`src/hw/hcp_pkg.sv`:
```
// hcp_pkg: offsets, reset values, field positions and carriers of the
// host capability register block.
// assumes a 32-bit APB register window with byte addresses.
`default_nettype none

package hcp_pkg;

   // register byte offsets
   localparam logic [7:0]  HCP_OFS_CAP     = 8'h08;  // host_capability_parameters
   localparam logic [7:0]  HCP_OFS_CMD     = 8'h20;  // host_command_register
   localparam logic [7:0]  HCP_OFS_SEG     = 8'h30;  // pointer bits 63:32
   localparam logic [7:0]  HCP_OFS_PLB     = 8'h34;  // frame list base, bits 31:0
   localparam logic [7:0]  HCP_OFS_ECMD    = 8'h40;  // extended command
   localparam logic [7:0]  HCP_OFS_STAT    = 8'h44;  // block status

   // values after reset
   localparam logic [31:0] HCP_CAP_RESET   = 32'h00016871;
   localparam logic [31:0] HCP_CMD_RESET   = 32'h00080000;
   localparam logic [31:0] HCP_ZERO_WORD   = 32'h00000000;

   // writable bit masks, everything else reads back as stored zero
   localparam logic [31:0] HCP_CMD_WMASK   = 32'h00FF0031;  // frame list size bits kept out
   localparam logic [31:0] HCP_SEG_WMASK   = 32'h00000FFF;  // only pointer bits 43:32 exist
   localparam logic [31:0] HCP_PLB_WMASK   = 32'hFFFFF000;  // 4 KiB aligned base
   localparam logic [31:0] HCP_ECMD_WMASK  = 32'h00000001;

   // capability word fields
   localparam int          HCP_UPD_CAP_BIT = 16;
   localparam int          HCP_XCAP_LSB    = 8;
   localparam logic [7:0]  HCP_XCAP_VAL    = 8'h68;
   localparam int          HCP_IST_LSB     = 4;
   localparam logic [3:0]  HCP_IST_VAL     = 4'h7;
   localparam int          HCP_PARK_BIT    = 2;
   localparam int          HCP_PFL_BIT     = 1;
   localparam int          HCP_A64_BIT     = 0;
   localparam logic [3:0]  HCP_UFR_PER_FRM = 4'h8;   // micro-frames in one frame
   localparam int          HCP_FRAME_LEN   = 1024;   // fixed frame list elements
   localparam int          HCP_ADDR_BITS   = 44;     // implemented pointer bits

   // command, extended command and status fields
   localparam int          HCP_FLS_LSB     = 2;
   localparam int          HCP_RUN_BIT     = 0;
   localparam int          HCP_PUE_BIT     = 0;
   localparam int          HCP_ST_RUN_BIT  = 0;
   localparam int          HCP_ST_PUE_BIT  = 1;
   localparam int          HCP_ST_PTR_BIT  = 2;
   localparam int          HCP_ST_ISO_LSB  = 4;
   localparam int          HCP_ST_A64_BIT  = 8;

   // bus transfer phase of the slave
   typedef enum logic [1:0]
   {
      HCP_IDLE   = 2'b00,
      HCP_ANSWER = 2'b01
   } hcp_state_t;

   // apb request as seen by the slave
   typedef struct packed
   {
      logic        sel;
      logic        enable;
      logic        write;
      logic [7:0]  addr;
      logic [31:0] wdata;
   } hcp_apb_req_t;

   // apb answer, held in flops
   typedef struct packed
   {
      logic        ready;
      logic        slverr;
      logic [31:0] rdata;
   } hcp_apb_rsp_t;

endpackage

`default_nettype wire

```
`src/hw/hcp_cap_word.sv`:
```
// hcp_cap_word: composes the hardwired capability word and derives the
// isochronous hold depth from its threshold field.
// assumes nothing: pure combinational constants.
`timescale 1ns/1ps
`default_nettype none

module hcp_cap_word
   import hcp_pkg::*;
(
   output logic [31:0] cap_word,
   output logic [3:0]  iso_hold
);

   // capability word built field by field over a zero base
   always_comb
   begin
      cap_word                        = HCP_ZERO_WORD;  // reserved bits stay zero
      cap_word[HCP_UPD_CAP_BIT]       = 1'b1;           // periodic update supported
      cap_word[HCP_XCAP_LSB +: 8]     = HCP_XCAP_VAL;   // extended capability start
      cap_word[HCP_IST_LSB +: 4]      = HCP_IST_VAL;    // scheduling threshold
      cap_word[HCP_PARK_BIT]          = 1'b0;           // no async park
      cap_word[HCP_PFL_BIT]           = 1'b0;           // frame list length fixed
      cap_word[HCP_A64_BIT]           = 1'b1;           // 64-bit structures
   end

   // hold depth in micro-frames: low three bits, or a whole frame
   always_comb
   begin
      if (HCP_IST_VAL[3])
      begin
         iso_hold = HCP_UFR_PER_FRM;                    // caches a whole frame
      end
      else
      begin
         iso_hold = {1'b0, HCP_IST_VAL[2:0]};           // bounded micro-frames
      end
   end

endmodule

`default_nettype wire

```
`src/hw/hcp_ptr_trim.sv`:
```
// hcp_ptr_trim: cuts a 64-bit structure pointer to the implemented
// address bits and flags whether the dropped bits were clear.
// assumes the caller registers the result.
`timescale 1ns/1ps
`default_nettype none

module hcp_ptr_trim
   import hcp_pkg::*;
#(
   parameter int IMPL_BITS = HCP_ADDR_BITS
)
(
   input  wire logic [63:0]          ptr,
   output logic      [IMPL_BITS-1:0] addr,
   output logic                      high_clear
);

   // upper pointer bits never reach the address
   assign addr       = ptr[IMPL_BITS-1:0];

   // true when software kept the unimplemented bits at zero
   assign high_clear = (ptr[63:IMPL_BITS] == '0);

endmodule

`default_nettype wire

```
`src/hw/hcp_regs.sv`:
```
// hcp_regs: apb register slave holding the host capability parameters
// word plus the command, pointer and status words it governs.
// assumes apb signals synchronous to CLK_SYS and one word per address.
//
// What this block does
// - capability bit 16 reads one
// - bits 15:8 read constant 68h
// - threshold field bits 7:4 reads 7h
// - threshold sets micro-frame or whole-frame hold
// - async park bit 2 reads zero
// - command frame list size bits read zero
// - bit 0 reads one for 64-bit pointers
// - only 44 pointer bits, upper bits zero
// - reserved bits 31:17 and 3 zero
//
// Decided for this implementation: the APB slave port.
`timescale 1ns/1ps
`default_nettype none

module hcp_regs
   import hcp_pkg::*;
(
   input  wire logic        CLK_SYS,
   input  wire logic        NRST,
   input  wire logic        PSEL,
   input  wire logic        PENABLE,
   input  wire logic        PWRITE,
   input  wire logic [7:0]  PADDR,
   input  wire logic [31:0] PWDATA,
   output logic      [31:0] PRDATA,
   output logic             PREADY,
   output logic             PSLVERR,
   output logic             HC_RUN,
   output logic             PERIODIC_UPDATE_EN,
   output logic      [43:0] FRAME_LIST_ADDR,
   output logic      [3:0]  ISO_HOLD_UFRAMES,
   output logic             ADDR_64BIT
);

   // bus request gathered into one carrier
   hcp_apb_req_t req;
   // answer flops
   hcp_apb_rsp_t rsp_q;
   // transfer phase
   hcp_state_t   state_q;

   // software registers
   logic [31:0]  cmd_q;        // host command word
   logic [31:0]  seg_q;        // pointer bits 63:32
   logic [31:0]  plb_q;        // frame list base bits 31:0
   logic [31:0]  ecmd_q;       // extended command word

   // derived state, registered for the outputs
   logic [43:0]  fladdr_q;     // trimmed frame list address
   logic         ptr_ok_q;     // dropped pointer bits were zero
   logic [3:0]   iso_q;        // isochronous hold depth
   logic         a64_q;        // 64-bit structure mode

   // combinational helpers
   logic [31:0]  cap_word;     // hardwired capability word
   logic [3:0]   iso_hold;     // hold depth from threshold
   logic [43:0]  trim_addr;    // pointer cut to 44 bits
   logic         trim_ok;      // high pointer bits clear
   logic [31:0]  stat_word;    // status as read
   logic [31:0]  rd_word;      // read mux result
   logic         rd_hit;       // address decodes to a register
   logic         setup;        // first cycle of a transfer
   logic         wr_fire;      // write completes this edge
   logic         rd_fire;      // read completes this edge

   assign req.sel    = PSEL;
   assign req.enable = PENABLE;
   assign req.write  = PWRITE;
   assign req.addr   = PADDR;
   assign req.wdata  = PWDATA;

   // transfer events
   assign setup   = req.sel & ~req.enable;
   assign wr_fire = req.sel & req.enable & rsp_q.ready & req.write;
   assign rd_fire = req.sel & req.enable & rsp_q.ready & ~req.write;

   // capability word source
   hcp_cap_word u_cap
   (
      .cap_word (cap_word),
      .iso_hold (iso_hold)
   );

   // frame list pointer trimmed to the implemented width
   hcp_ptr_trim #(.IMPL_BITS(HCP_ADDR_BITS)) u_trim
   (
      .ptr        ({seg_q, plb_q}),
      .addr       (trim_addr),
      .high_clear (trim_ok)
   );

   // status word: block state visible to software
   always_comb
   begin
      stat_word                      = HCP_ZERO_WORD;
      stat_word[HCP_ST_RUN_BIT]      = cmd_q[HCP_RUN_BIT];
      stat_word[HCP_ST_PUE_BIT]      = ecmd_q[HCP_PUE_BIT];
      stat_word[HCP_ST_PTR_BIT]      = ptr_ok_q;
      stat_word[HCP_ST_ISO_LSB +: 4] = iso_q;
      stat_word[HCP_ST_A64_BIT]      = a64_q;
   end

   // read mux; unmapped addresses read zero and flag an error
   always_comb
   begin
      rd_word = HCP_ZERO_WORD;
      rd_hit  = 1'b1;
      case (req.addr)
         HCP_OFS_CAP:  rd_word = cap_word;    // same constant every read
         HCP_OFS_CMD:  rd_word = cmd_q;
         HCP_OFS_SEG:  rd_word = seg_q;
         HCP_OFS_PLB:  rd_word = plb_q;
         HCP_OFS_ECMD: rd_word = ecmd_q;
         HCP_OFS_STAT: rd_word = stat_word;
         default:      rd_hit  = 1'b0;
      endcase
   end

   // transfer phase: answer is given in the first access cycle
   always_ff @(posedge CLK_SYS)
   begin
      if (!NRST)
      begin
         state_q <= HCP_IDLE;
      end
      else
      begin
         case (state_q)
            HCP_IDLE:
            begin
               if (setup)
               begin
                  state_q <= HCP_ANSWER;
               end
            end
            HCP_ANSWER:
            begin
               if (req.sel & req.enable)
               begin
                  state_q <= HCP_IDLE;
               end
            end
            default:
            begin
               state_q <= HCP_IDLE;
            end
         endcase
      end
   end

   // answer flops, loaded at the setup edge, held for one access cycle
   always_ff @(posedge CLK_SYS)
   begin
      if (!NRST)
      begin
         rsp_q <= '0;
      end
      else if (setup && state_q == HCP_IDLE)
      begin
         rsp_q.ready  <= 1'b1;
         rsp_q.slverr <= ~rd_hit;
         rsp_q.rdata  <= req.write ? HCP_ZERO_WORD : rd_word;
      end
      else
      begin
         rsp_q <= '0;
      end
   end

   // command word; frame list size field never stored
   always_ff @(posedge CLK_SYS)
   begin
      if (!NRST)
      begin
         cmd_q <= HCP_CMD_RESET;
      end
      else if (wr_fire && req.addr == HCP_OFS_CMD)
      begin
         cmd_q <= req.wdata & HCP_CMD_WMASK;   // bits 3:2 masked to zero
      end
   end

   // pointer segment: bits above 43 cannot be stored
   always_ff @(posedge CLK_SYS)
   begin
      if (!NRST)
      begin
         seg_q <= HCP_ZERO_WORD;
      end
      else if (wr_fire && req.addr == HCP_OFS_SEG)
      begin
         seg_q <= req.wdata & HCP_SEG_WMASK;
      end
   end

   // frame list base: low 12 bits forced clear for a page-aligned list
   always_ff @(posedge CLK_SYS)
   begin
      if (!NRST)
      begin
         plb_q <= HCP_ZERO_WORD;
      end
      else if (wr_fire && req.addr == HCP_OFS_PLB)
      begin
         plb_q <= req.wdata & HCP_PLB_WMASK;
      end
   end

   // extended command: periodic update enable exists since it is advertised
   always_ff @(posedge CLK_SYS)
   begin
      if (!NRST)
      begin
         ecmd_q <= HCP_ZERO_WORD;
      end
      else if (wr_fire && req.addr == HCP_OFS_ECMD)
      begin
         ecmd_q <= req.wdata & HCP_ECMD_WMASK;
      end
   end

   // derived state registered for clean outputs
   always_ff @(posedge CLK_SYS)
   begin
      if (!NRST)
      begin
         fladdr_q <= '0;
         ptr_ok_q <= 1'b0;
         iso_q    <= 4'h0;
         a64_q    <= 1'b0;
      end
      else
      begin
         fladdr_q <= trim_addr;                // 44-bit address
         ptr_ok_q <= trim_ok;
         iso_q    <= iso_hold;
         a64_q    <= cap_word[HCP_A64_BIT];
      end
   end

   // outputs straight from flops
   assign PRDATA             = rsp_q.rdata;
   assign PREADY             = rsp_q.ready;
   assign PSLVERR            = rsp_q.slverr;
   assign HC_RUN             = cmd_q[HCP_RUN_BIT];
   assign PERIODIC_UPDATE_EN = ecmd_q[HCP_PUE_BIT];
   assign FRAME_LIST_ADDR    = fladdr_q;
   assign ISO_HOLD_UFRAMES   = iso_q;
   assign ADDR_64BIT         = a64_q;

   // capability read helper
   logic cap_rd;
   assign cap_rd = rd_fire && req.addr == HCP_OFS_CAP;
endmodule

`default_nettype wire

```
`config.mk`:
```
export PLATFORM = sky130hd
export DESIGN_NAME = hcp_regs
export DESIGN_NICKNAME = d
export VERILOG_FILES = /design/src/hw/hcp_pkg.sv /design/src/hw/hcp_cap_word.sv /design/src/hw/hcp_ptr_trim.sv /design/src/hw/hcp_regs.sv
export SDC_FILE = /design/constraint.sdc
export NUM_CORES = 1
export LEC_CHECK = 0
export BUFFER_PORTS_ARGS = -buffer_cell sky130_fd_sc_hd__buf_2
export CORE_MARGIN = 2
export CORE_UTILIZATION = 50
export CTS_CLUSTER_DIAMETER = 60
export DETAILED_ROUTE_END_ITERATION = 16
export GPL_TIMING_DRIVEN = 0
export PLACE_DENSITY = 0.85
export SLEW_MARGIN = 10
export SYNTH_ARGS = -nofsm -noshare
export SYNTH_HDL_FRONTEND = slang
export SYNTH_SLANG_ARGS = --single-unit
```
`constraint.sdc`:
```
create_clock -name CLK_SYS -period 2.2 [get_ports CLK_SYS]
set_clock_uncertainty 0.2 [all_clocks]
set_input_delay 0.11 -clock CLK_SYS [delete_from_list [all_inputs] [get_ports CLK_SYS]]
set_output_delay 0.11 -clock CLK_SYS [all_outputs]
set_load 0.01 [all_outputs]
```
==> flow_summary.json, run 1 <==
{
  "outcome": "complete, no violations",
  "worst-path-max-fanout": 6,
  "areaGrowthSynthToFinish_pct": 47.3,
  "finalWeightedCongestion": 0.882,
  "synthesis.yosys.warnings": 0,
  "layout_cells_sized_above_1_pct": 32.0,
  "numClockSinks": 113,
  "worstHoldPathType": "input pin to register",
  "antenna_cells_inserted": 0,
  "cts_buffers": 17,
  "cts_root_buf": "sky130_fd_sc_hd__clkbuf_8",
  "groute.usage.overall_pct": 26.5,
  "finalSetupTns_ps": 0,
  "powerDensity_nw_per_um2": 881,
  "boundaryPins": 130,
  "reg2regPathDepth": 6,
  "power.combinational.fraction_pct": 4.8,
  "grt_pass1_wl_um": 17300,
  "design_internal_power_uw": 4140,
  "cp_data_arrival_time_ps": 2430,
  "tightest_slew_ps": 675,
  "vdd_drop_max_uv": 476,
  "maximum_number_of_pins_on_one_net_before_global_route_repair": 17,
  "synth_sequential_area_ratio_pct": 56.7,
  "synth-seq-cells": 113,
  "fin_nets": 604,
  "nFillCells": 501,
  "leakagePower_uw": 0.00279,
  "seqPwrFrac_pct": 39.7,
  "max-slew-margin-rel_pct": 55.0,
  "power_switching_share_pct": 20.0,
  "dp_slack_ps": -70.0,
  "most-common-layout-cells": "117 x sky130_fd_sc_hd__buf_2, 113 x sky130_fd_sc_hd__dfxtp_1, 46 x sky130_fd_sc_hd__dlygate4sd3_1",
  "floorplan.initialDensity_pct": 51.7,
  "max_clock_freq_ghz": 0.456,
  "hold_viol": 0,
  "synthesized_area_fraction_occupied_by_ao_oa_aoi_and_oai_cells_pct": 4.23,
  "first_global_vias": 3465,
  "core_util_final_pct": 76.1,
  "timing.final.crit_share_pct": 99.8,
  "worst_r2r_startpoint": "PREADY$_SDFF_PN0_",
  "final_max_slew_viol_count": 0,
  "globalRouteOverflowTotal": 0,
  "detail_route.vias_per_cell": 5.03,
  "power.switching_uw": 1040,
  "post_synth_num_cell_types": 40,
  "layout_commonest_cell": "sky130_fd_sc_hd__buf_2",
  "worstSkewPairLatency_ps": 510,
  "critPathLaunchType": "input pin",
  "die_wd_um": 93.4,
  "wire_per_inst_um": 16.7,
  "antenna_found_initial": 0,
  "via_count": 3393,
  "synthesis.instances": 365,
  "critical_path.reg2reg.endpoint": "cmd_q[0]$_SDFFE_PN0P_",
  "cp-end-kind": "register",
  "drt-pass1-iter-count": 7,
  "hold_ws_ps": 34.2,
  "final_setup_vio_count": 0,
  "port_buffers": 116,
  "clockPowerShare_pct": 55.5,
  "floorplan.die_area_um2": 8720,
  "antenna_left": 0,
  "reg2reg_slack_ps": 110,
  "clk_pin_slew_ps": 60,
  "post_synth_instance_area_um2": 3990,
  "critical_path_type": "input pin to register",
  "cap_violations": 0,
  "critPathLaunch": "PADDR[7]",
  "row_count": 32,
  "detailedPlacementHpwl_um": 6710,
  "floorplan.core_area_um2": 7730,
  "synth-simple-area-share_pct": 22.0,
  "xor_and_xnor_area_share_after_synthesis_pct": 0,
  "setup.worst_path.end": "PRDATA[2]$_SDFF_PP0_",
  "critPathRequiredTime_ps": 2430,
  "total_power_uw": 5180,
  "finalCriticalPeriod_ps": 2190,
  "floorplan.die.height_um": 93.4,
  "clockBufferDepth": 2,
  "detailedRoute.firstIterationViolations": 237,
  "remaining_drc_errors": 0,
  "portion_of_netlist_area_occupied_by_mux_cells_pct": 11.6,
  "syn-mean-instance-area_um2": 10.9,
  "final_critical_path_setup_slack_ps": 5.20,
  "detail_route.wirelength_um": 11300,
  "dominant_combinational_cell_family_by_area_after_synthesis": "simple AND/OR/NAND/NOR gates",
  "cts_tree": "built",
  "yosys.area_share.adder_pct": 0,
  "htree_num_levels": 4
}
==> sequential cells by signal, summed over array words and instances (netlist names) <==
name	count
PREADY	1
plb_q	20
state_q	1
PSLVERR	1
PRDATA	32
ISO_HOLD_UFRAMES	1
FRAME_LIST_ADDR	32
cmd_q	11
ptr_ok_q	1
ecmd_q	1
seg_q	12
==> cells in the mapped netlist <==
| library cell | number | area (um^2) |
|---|---|---|
| sky130_fd_sc_hd__or4_4 | 1 | 11.3 |
| sky130_fd_sc_hd__clkbuf_1 | 16 | 60.1 |
| sky130_fd_sc_hd__nand2_1 | 5 | 18.8 |
| sky130_fd_sc_hd__a221oi_1 | 1 | 8.76 |
| sky130_fd_sc_hd__nand4bb_1 | 1 | 11.3 |
| sky130_fd_sc_hd__o2bb2ai_1 | 1 | 8.76 |
| sky130_fd_sc_hd__mux2_2 | 2 | 22.5 |
| sky130_fd_sc_hd__a22oi_1 | 8 | 60.1 |
| sky130_fd_sc_hd__mux2i_1 | 44 | 440 |
| sky130_fd_sc_hd__nor4_1 | 2 | 12.5 |
| sky130_fd_sc_hd__inv_1 | 1 | 3.75 |
| sky130_fd_sc_hd__nor3b_1 | 1 | 7.51 |
| sky130_fd_sc_hd__o22ai_1 | 1 | 6.26 |
| sky130_fd_sc_hd__or4b_1 | 1 | 10.0 |
| sky130_fd_sc_hd__a41oi_1 | 1 | 8.76 |
| sky130_fd_sc_hd__a21oi_1 | 8 | 40.0 |
| sky130_fd_sc_hd__nor4b_1 | 1 | 8.76 |
| sky130_fd_sc_hd__o21ai_0 | 1 | 5.00 |
| sky130_fd_sc_hd__nand4b_1 | 1 | 8.76 |
| sky130_fd_sc_hd__nor2b_1 | 45 | 282 |
| sky130_fd_sc_hd__nand2b_1 | 1 | 6.26 |
| sky130_fd_sc_hd__nor2_1 | 13 | 48.8 |
| sky130_fd_sc_hd__nand3_1 | 7 | 35.0 |
| sky130_fd_sc_hd__or4_1 | 1 | 7.51 |
| sky130_fd_sc_hd__or3b_2 | 1 | 8.76 |
| sky130_fd_sc_hd__nor3_1 | 5 | 25.0 |
| sky130_fd_sc_hd__conb_1 | 1 | 3.75 |
| sky130_fd_sc_hd__buf_2 | 3 | 15.0 |
| sky130_fd_sc_hd__buf_6 | 1 | 11.3 |
| sky130_fd_sc_hd__dfxtp_1 | 113 | 2260 |
| sky130_fd_sc_hd__and2_1 | 34 | 213 |
| sky130_fd_sc_hd__and4bb_2 | 2 | 25.0 |
| sky130_fd_sc_hd__o31a_1 | 1 | 8.76 |
| sky130_fd_sc_hd__and3_1 | 15 | 93.8 |
| sky130_fd_sc_hd__nand4_1 | 1 | 6.26 |
| sky130_fd_sc_hd__buf_4 | 17 | 128 |
| sky130_fd_sc_hd__a211oi_1 | 3 | 22.5 |
| sky130_fd_sc_hd__and4b_1 | 2 | 20.0 |
| sky130_fd_sc_hd__nor3_2 | 1 | 10.0 |
| sky130_fd_sc_hd__or2b_1 | 1 | 7.51 |
==> cell type report <==
type                       count  area, um^2  area share (%)
sequential                   113        2260            38.5
multi-input combinational    226        1590            27.0
timing repair buffer         163        1050            17.9
clock buffer                  23         477            8.11
buffer                        37         218            3.70
clock inverter                 9         153            2.60
tap                          102         128            2.17
inverter                       1        3.75          0.0638
==> worst max-delay path, cell delays in order <==
cell                            delay [ps]
sky130_fd_sc_hd__dlygate4sd3_1         530
sky130_fd_sc_hd__buf_2                 170
sky130_fd_sc_hd__nor4_1                610
sky130_fd_sc_hd__dlygate4sd3_1         670
sky130_fd_sc_hd__nand3_1               130
sky130_fd_sc_hd__a21oi_1               200
==> layer usage <==
metal	vias up	global-route usage (%)	routed length, um
li1	1604	-	-
met1	1590	29.4	4440
met2	163	46.9	5640
met3	36	6.53	803
met4	0	13.4	376
met5	-	0	0
==> worst min-delay path by stage <==
stage                                             end     start  cells after the start
final                           PRDATA[23]$_SDFF_PP0_  PADDR[1]                      4
after global routing            PRDATA[10]$_SDFF_PP0_  PADDR[4]                      4
after CTS                       seg_q[0]$_SDFFE_PN0P_  PADDR[4]                      5
after detailed placement      state_q[0]$_SDFFE_PN0P_   PENABLE                      2
after global placement        state_q[0]$_SDFFE_PN0P_   PENABLE                      2
after floorplan           ISO_HOLD_UFRAMES[1]$_DFF_P_      NRST                      0
==> power by group through the flow <==
stage / Combinational (uW) / Sequential [uW] / Clock (uW)
after global routing: 264 / 2060 / 2970
after CTS: 236 / 2060 / 2870
after floorplan: 87.4 / 2100 / 0
after detailed placement: 169 / 2100 / 0
after global placement: 165 / 2100 / 0
final: 249 / 2060 / 2870
==> stage by stage <==
stage                     area (um^2)  std cells
after detailed placement         4750        595
final                            5880        674
after global routing             5880        674
after CTS                        5840        673
after floorplan                  4040        377
after global placement           4750        595
==> logic make-up after synthesis <==
kind of cell           after synthesis
other                                1
AND/OR/NAND/NOR                    142
multiplexers                        46
flip-flops                         113
buffers and inverters               38
AO/OA/AOI/OAI                       25
==> repair_timing <==
action / CTS / global route
endpoints found under the hold margin: 67 / 0
resized for setup: 1 / 12
pin swaps: 0 / 1
setup buffers: 0 / 1
hold buffers: 46 / 0
setup endpoints to repair: 3 / 21
Note: power is estimated with default switching activity, not from simulation.
==> inputs of run 2 (changes only) <==
ABC_AREA = 1   (was unset)
CORE_UTILIZATION = 54   (was 50)
PLACE_DENSITY = 0.86   (was 0.85)
SYNTH_HIERARCHICAL = 1   (was unset)
==> flow_summary.json, run 2 <==
{
  "outcome": "complete, no violations",
  "wire_per_inst_um": 12.7,
  "cp_data_arrival_time_ps": 2360,
  "groute.usage.overall_pct": 26.6,
  "final_max_slew_viol_count": 0,
  "design_internal_power_uw": 4040,
  "post_synth_main_area_contributors": "sky130_fd_sc_hd__dfxtp_1 47%, sky130_fd_sc_hd__buf_4 11%, sky130_fd_sc_hd__nor2_1 9.9%",
  "worst_r2r_startpoint": "PREADY$_SDFF_PN0_",
  "vdd_drop_max_uv": 560,
  "antenna_found_initial": 0,
  "clk_pin_slew_ps": 60,
  "reg2regPathDepth": 9,
  "tightest_slew_ps": 530,
  "detailedPlacementHpwl_um": 8750,
  "floorplan.core_area_um2": 9770,
  "synthesis.yosys.warnings": 6,
  "htree_num_levels": 4,
  "syn-mean-instance-area_um2": 7.46,
  "floorplan.die.height_um": 104,
  "remaining_drc_errors": 0,
  "hold-path-cell-count": 4,
  "finalCriticalPeriod_ps": 2170,
  "powerDensity_nw_per_um2": 691,
  "die_wd_um": 104,
  "floorplan.initialDensity_pct": 55.7,
  "worst-path-max-fanout": 10,
  "row_count": 36,
  "synth_top_cell_by_area": "sky130_fd_sc_hd__dfxtp_1",
  "placed_cell_areas_um2": 6500,
  "clockBufferDepth": 2,
  "critical_path_type": "input pin to register",
  "timing.final.crit_share_pct": 98.5,
  "cp-end-kind": "register",
  "reg2reg_slack_ps": 80,
  "post-place-cells": 1057,
  "critical_path.slowest_cell": "sky130_fd_sc_hd__dlygate4sd3_1",
  "largest_register_ffs": 44,
  "antenna_left": 0,
  "cap_violations": 0,
  "postSynth.topFlopCell": "sky130_fd_sc_hd__dfxtp_1",
  "via_count": 5188,
  "synthTopCellsByCount": "143 x sky130_fd_sc_hd__nor2_1, 129 x sky130_fd_sc_hd__dfxtp_1, 123 x sky130_fd_sc_hd__nand2_1",
  "layout_cells_sized_above_1_pct": 28.6,
  "maximum_number_of_pins_on_one_net_before_global_route_repair": 17,
  "worstSkewPairLatency_ps": 510,
  "seqPwrFrac_pct": 44.5,
  "leakagePower_uw": 0.00428,
  "detailedRoute.firstIterationViolations": 309,
  "worst_hold_startpoint": "PWDATA[25]",
  "areaGrowthSynthToFinish_pct": 41.0,
  "post_synth_instance_area_um2": 5450,
  "postSynth.asyncResetShare_pct": 0,
  "numClockSinks": 129,
  "hold_viol": 0,
  "synthesis.instances": 730,
  "first_global_vias": 4972,
  "critPathRequiredTime_ps": 2390,
  "post_synth_num_cell_types": 24,
  "cts_buffers": 17,
  "grt_pass1_wl_um": 22900,
  "port_buffers": 129,
  "finalInstanceArea_um2": 7680,
  "finalNonFillerCells": 1152,
  "critical_path.cell_chain": "dlygate4sd3_1 > buf_2 > inv_2 > nand2_2 > nor2_2 > nand2_2 > nor2_4 > inv_2 > buf_6 > nor2_1 > nor2_1 > dlygate4sd3_1",
  "synth.most_common_cell": "sky130_fd_sc_hd__nor2_1",
  "synth-seq-cells": 129,
  "power.combinational.fraction_pct": 6.5,
  "cts_tree": "built",
  "most-common-layout-cells": "142 x sky130_fd_sc_hd__nor2_1, 134 x sky130_fd_sc_hd__buf_2, 129 x sky130_fd_sc_hd__dfxtp_1",
  "synth_enable_flop_cells": 0,
  "finalWeightedCongestion": 0.833,
  "cts_root_buf": "sky130_fd_sc_hd__clkbuf_8",
  "boundaryPins": 130,
  "drt-pass1-iter-count": 6,
  "fin_nets": 1051,
  "final_setup_vio_count": 0,
  "max-slew-margin-rel_pct": 64.6,
  "detail_route.wirelength_um": 14600,
  "power_switching_share_pct": 23.9,
  "crit_path_max_incr_delay_ps": 570,
  "layout_commonest_cell": "sky130_fd_sc_hd__nor2_1",
  "finalSetupTns_ps": 0,
  "antenna_cells_inserted": 0,
  "yosys.area.top_type_share_pct": 47.4,
  "synth_sequential_area_ratio_pct": 47.4,
  "floorplan.die_area_um2": 10900,
  "max_clock_freq_ghz": 0.461,
  "critical_path.reg2reg.endpoint": "seg_q[10]$_SDFFE_PN0P_",
  "worstHoldPathType": "input pin to register",
  "critPathLaunchType": "input pin",
  "clockPowerShare_pct": 49.0,
  "power.switching_uw": 1270,
  "globalRouteOverflowTotal": 0,
  "detail_route.vias_per_cell": 4.50,
  "holdPathEnd": "plb_q[25]$_SDFFE_PN0P_"
}
## run 2: repair_timing
item                       CTS  global route
hold endpoints to repair    79             0
setup endpoints to repair    0             4
setup buffers                0             3
hold buffers                60             0
resized for setup            0             1
## run 2: through the flow
step | setup slack (ps) | hold slack (ps) | power, uW | util, %
finish | 31.9 | 165 | 5310 | 78.5
global route | -40.2 | 160 | 5490 | 78.5
CTS | 128 | 147 | 5300 | 78.3
detailed placement | 568 | 130 | 2670 | 66.5
global placement | 550 | 127 | 2670 | 66.5
floorplan | 782 | 0.127 | 2580 | -
## run 2: layout make-up
| type | count | area, um^2 |
|---|---|---|
| Fill cell | 694 | 2100 |
| Multi-Input combinational cell | 454 | 1930 |
| Buffer | 107 | 787 |
| Inverter | 105 | 395 |
| Timing Repair Buffer | 192 | 1270 |
| Clock inverter | 15 | 135 |
| Sequential cell | 129 | 2580 |
| Tap cell | 133 | 166 |
| Clock buffer | 17 | 414 |
## run 2: worst max-delay path, delay by kind of cell
family / cells / cell delay [ps]
AND/OR/NAND/NOR: 6 / 740
buffers and inverters: 6 / 1510
## run 2: per-layer routing
metal	track usage, %	up-vias	wire (um)
li1	-	2596	-
met3	7.64	33	1030
met2	48.5	239	7430
met4	8.98	0	265
met1	29.6	2320	5870
met5	0	-	0
## run 2: cells by family after synthesis
group | synth area share, %
flops | 47.4
other cells | 0.207
buf+inv | 21.7
simple gates | 24.2
compound gates | 6.48
## run 2: how the worst max path moves through the flow
stage	slack, ps	start	to
CTS	130	PADDR[3]	plb_q[31]$_SDFFE_PN0P_
global route	-40	PADDR[7]	plb_q[31]$_SDFFE_PN0P_
floorplan	780	PREADY$_SDFF_PN0_	plb_q[12]$_SDFFE_PN0P_
global placement	550	NRST	cmd_q[19]$_SDFFE_PN1P_
finish	30	PADDR[7]	plb_q[31]$_SDFFE_PN0P_
detailed placement	570	NRST	cmd_q[19]$_SDFFE_PN1P_
## run 2: power groups by stage
stage / logic [uW] / registers (uW) / clock network, uW
final: 346 / 2360 / 2600
after global routing: 375 / 2360 / 2750
after CTS: 323 / 2360 / 2610
after detailed placement: 255 / 2410 / 0
after global placement: 254 / 2410 / 0
after floorplan: 156 / 2420 / 0
==> inputs of run 3 (changes only) <==
GPL_ROUTABILITY_DRIVEN = 0   (was unset)
REMOVE_ABC_BUFFERS = 1   (was unset)
==> flow_summary.json, run 3 (same netlist as run 2, synthesis figures left out) <==
{
  "outcome": "complete, no violations",
  "antenna_cells_inserted": 0,
  "reg2reg_slack_ps": 110,
  "crit_path_max_incr_delay_ps": 630,
  "cts.repair_timing.setup_buffer_count": 0,
  "drt-pass1-iter-count": 5,
  "vdd_drop_max_uv": 796,
  "areaGrowthSynthToFinish_pct": 27.3,
  "die_wd_um": 104,
  "htree_num_levels": 4,
  "floorplan.initialDensity_pct": 55.7,
  "timing.final.crit_share_pct": 95.2,
  "port_buffers": 129,
  "remaining_drc_errors": 0,
  "clockPowerShare_pct": 52.9,
  "critical_path.cell_chain": "nand2_1 > nor2_1 > nand3_1 > o21ai_0 > a21oi_1",
  "cts_tree": "built",
  "globalRouteOverflowTotal": 0,
  "detailedPlacementHpwl_um": 7370,
  "final_setup_vio_count": 0,
  "power_switching_share_pct": 21.8,
  "row_count": 36,
  "largest_register_ffs": 44,
  "power.switching_uw": 1220,
  "max-slew-margin-rel_pct": 45.3,
  "critPathRequiredTime_ps": 2360,
  "detailedRoute.firstIterationViolations": 193,
  "timing.critical_path.max_delay_family": "simple AND/OR/NAND/NOR gates",
  "fin_nets": 936,
  "detail_route.vias_per_cell": 4.39,
  "critical_path.slowest_cell": "sky130_fd_sc_hd__nand3_1",
  "cts_buffers": 17,
  "max_clock_freq_ghz": 0.478,
  "finalInstanceArea_um2": 6940,
  "powerDensity_nw_per_um2": 807,
  "cts_root_buf": "sky130_fd_sc_hd__clkbuf_8",
  "critPathLaunchType": "register",
  "layout_cells_sized_above_1_pct": 21.6,
  "critPathLaunch": "PREADY$_SDFF_PN0_",
  "finalNonFillerCells": 1037,
  "grt_pass1_wl_um": 20400,
  "via_count": 4556,
  "design_internal_power_uw": 4380,
  "finalSetupTns_ps": 0,
  "cp-end-kind": "register",
  "worst-path-max-fanout": 22,
  "cap_violations": 0,
  "placed_cell_areas_um2": 5740,
  "hold_ws_ps": 22.6,
  "boundaryPins": 130,
  "hold_viol": 0,
  "dp_slack_ps": -374,
  "setup.worst_path.end": "cmd_q[5]$_SDFFE_PN0P_",
  "worstSkewPairLatency_ps": 510,
  "multiInputGateArea_um2": 1940,
  "tightest_slew_ps": 818,
  "clockBufferDepth": 2,
  "antenna_found_initial": 0,
  "layout_commonest_cell": "sky130_fd_sc_hd__nor2_1",
  "crit_buf_inv": 0,
  "critical_path.reg2reg.endpoint": "cmd_q[5]$_SDFFE_PN0P_",
  "power.combinational.fraction_pct": 4.9,
  "worst_r2r_startpoint": "PREADY$_SDFF_PN0_",
  "floorplan.die.height_um": 104,
  "antenna_left": 0,
  "first_global_vias": 4493,
  "nFillCells": 761,
  "cp.depth": 5,
  "most-common-layout-cells": "143 x sky130_fd_sc_hd__nor2_1, 129 x sky130_fd_sc_hd__dfxtp_1, 128 x sky130_fd_sc_hd__buf_2",
  "finalCriticalPeriod_ps": 2090,
  "numClockSinks": 129,
  "ff_latch_area_um2": 2580,
  "seqPwrFrac_pct": 42.2,
  "worstHoldPathType": "input pin to register",
  "final_critical_path_setup_slack_ps": 106,
  "floorplan.core_area_um2": 9770,
  "cp_data_arrival_time_ps": 2250,
  "critical_path_type": "register to register",
  "reg2regPathDepth": 5,
  "floorplan.die_area_um2": 10900,
  "maximum_number_of_pins_on_one_net_before_global_route_repair": 42,
  "unrepaired_setup_endpoints_after_global_routing": "false",
  "post-place-cells": 951,
  "clk_pin_slew_ps": 60,
  "groute.usage.overall_pct": 23.6,
  "wire_per_inst_um": 12.3,
  "final_max_slew_viol_count": 0,
  "leakagePower_uw": 0.00375,
  "detail_route.wirelength_um": 12700
}
run 3: changes by cell type in the layout (fill, tap and decap cells not counted), moves of 3 or more:
cell / delta
sky130_fd_sc_hd__buf_2: -6
sky130_fd_sc_hd__clkbuf_1: -9
sky130_fd_sc_hd__buf_4: -85
sky130_fd_sc_hd__buf_6: -9
sky130_fd_sc_hd__bufinv_16: +3
sky130_fd_sc_hd__dlygate4sd3_1: -9
sky130_fd_sc_hd__buf_12: +3
sky130_fd_sc_hd__clkinv_2: -3
run 3: final cells by class:
class | instances | share of cell area (%)
well taps | 133 | 2.40
clock inverters | 14 | 2.96
repair buffers | 183 | 17.6
multi-input cells | 455 | 28.0
flip-flops and latches | 129 | 37.2
clock buffers | 18 | 6.17
inverters | 105 | 5.70
run 3: tightest hold or removal path, delay by kind of cell:
kind,cells,cell delay [ps]
and+or+nand+nor,6,430
buffers and inverters,2,130
run 3: power by group through the flow:
stage / registers [uW] / logic [uW] / clock network (uW)
6_report: 2360 / 275 / 2960
5_1_grt: 2360 / 303 / 3120
4_1_cts: 2360 / 263 / 2990
3_5_place_dp: 2410 / 188 / 0
3_3_place_gp: 2410 / 183 / 0
2_1_floorplan: 2420 / 74.2 / 0
run 3: worst min path at each step:
stage,from,to,slack (ps),cells past startpoint
floorplan,PENABLE,state_q[0]$_SDFFE_PN0P_,-0.6,1
global placement,PENABLE,state_q[0]$_SDFFE_PN0P_,120,2
detailed placement,PENABLE,state_q[0]$_SDFFE_PN0P_,130,2
CTS,PADDR[7],PRDATA[7]$_SDFF_PP0_,1,8
global route,PADDR[2],PRDATA[4]$_SDFF_PP0_,40,8
finish,PADDR[2],PRDATA[4]$_SDFF_PP0_,20,8
run 3: layer usage:
metal / track usage (%) / vias to the layer above / wire length (um) / share of wire [%]
met2: 43.7 / 144 / 6630 / 52
met5: 0 / - / 0 / 0
met4: 9.85 / 0 / 212 / 1.7
met3: 5.76 / 21 / 670 / 5.3
met1: 25.5 / 2029 / 5190 / 41
li1: - / 2362 / - / -
run 3: per-stage QoR:
stage	total power, uW	util, %
CTS	5610	70.8
global route	5780	71.0
floorplan	2500	-
global placement	2590	58.5
detailed placement	2600	58.7
finish	5600	71.0
run 3: repair_timing:
item                                   CTS  global route
endpoints found under the hold margin   75             0
hold buffers                            53             0
setup endpoints to repair                0            23
resized for setup                        0             1
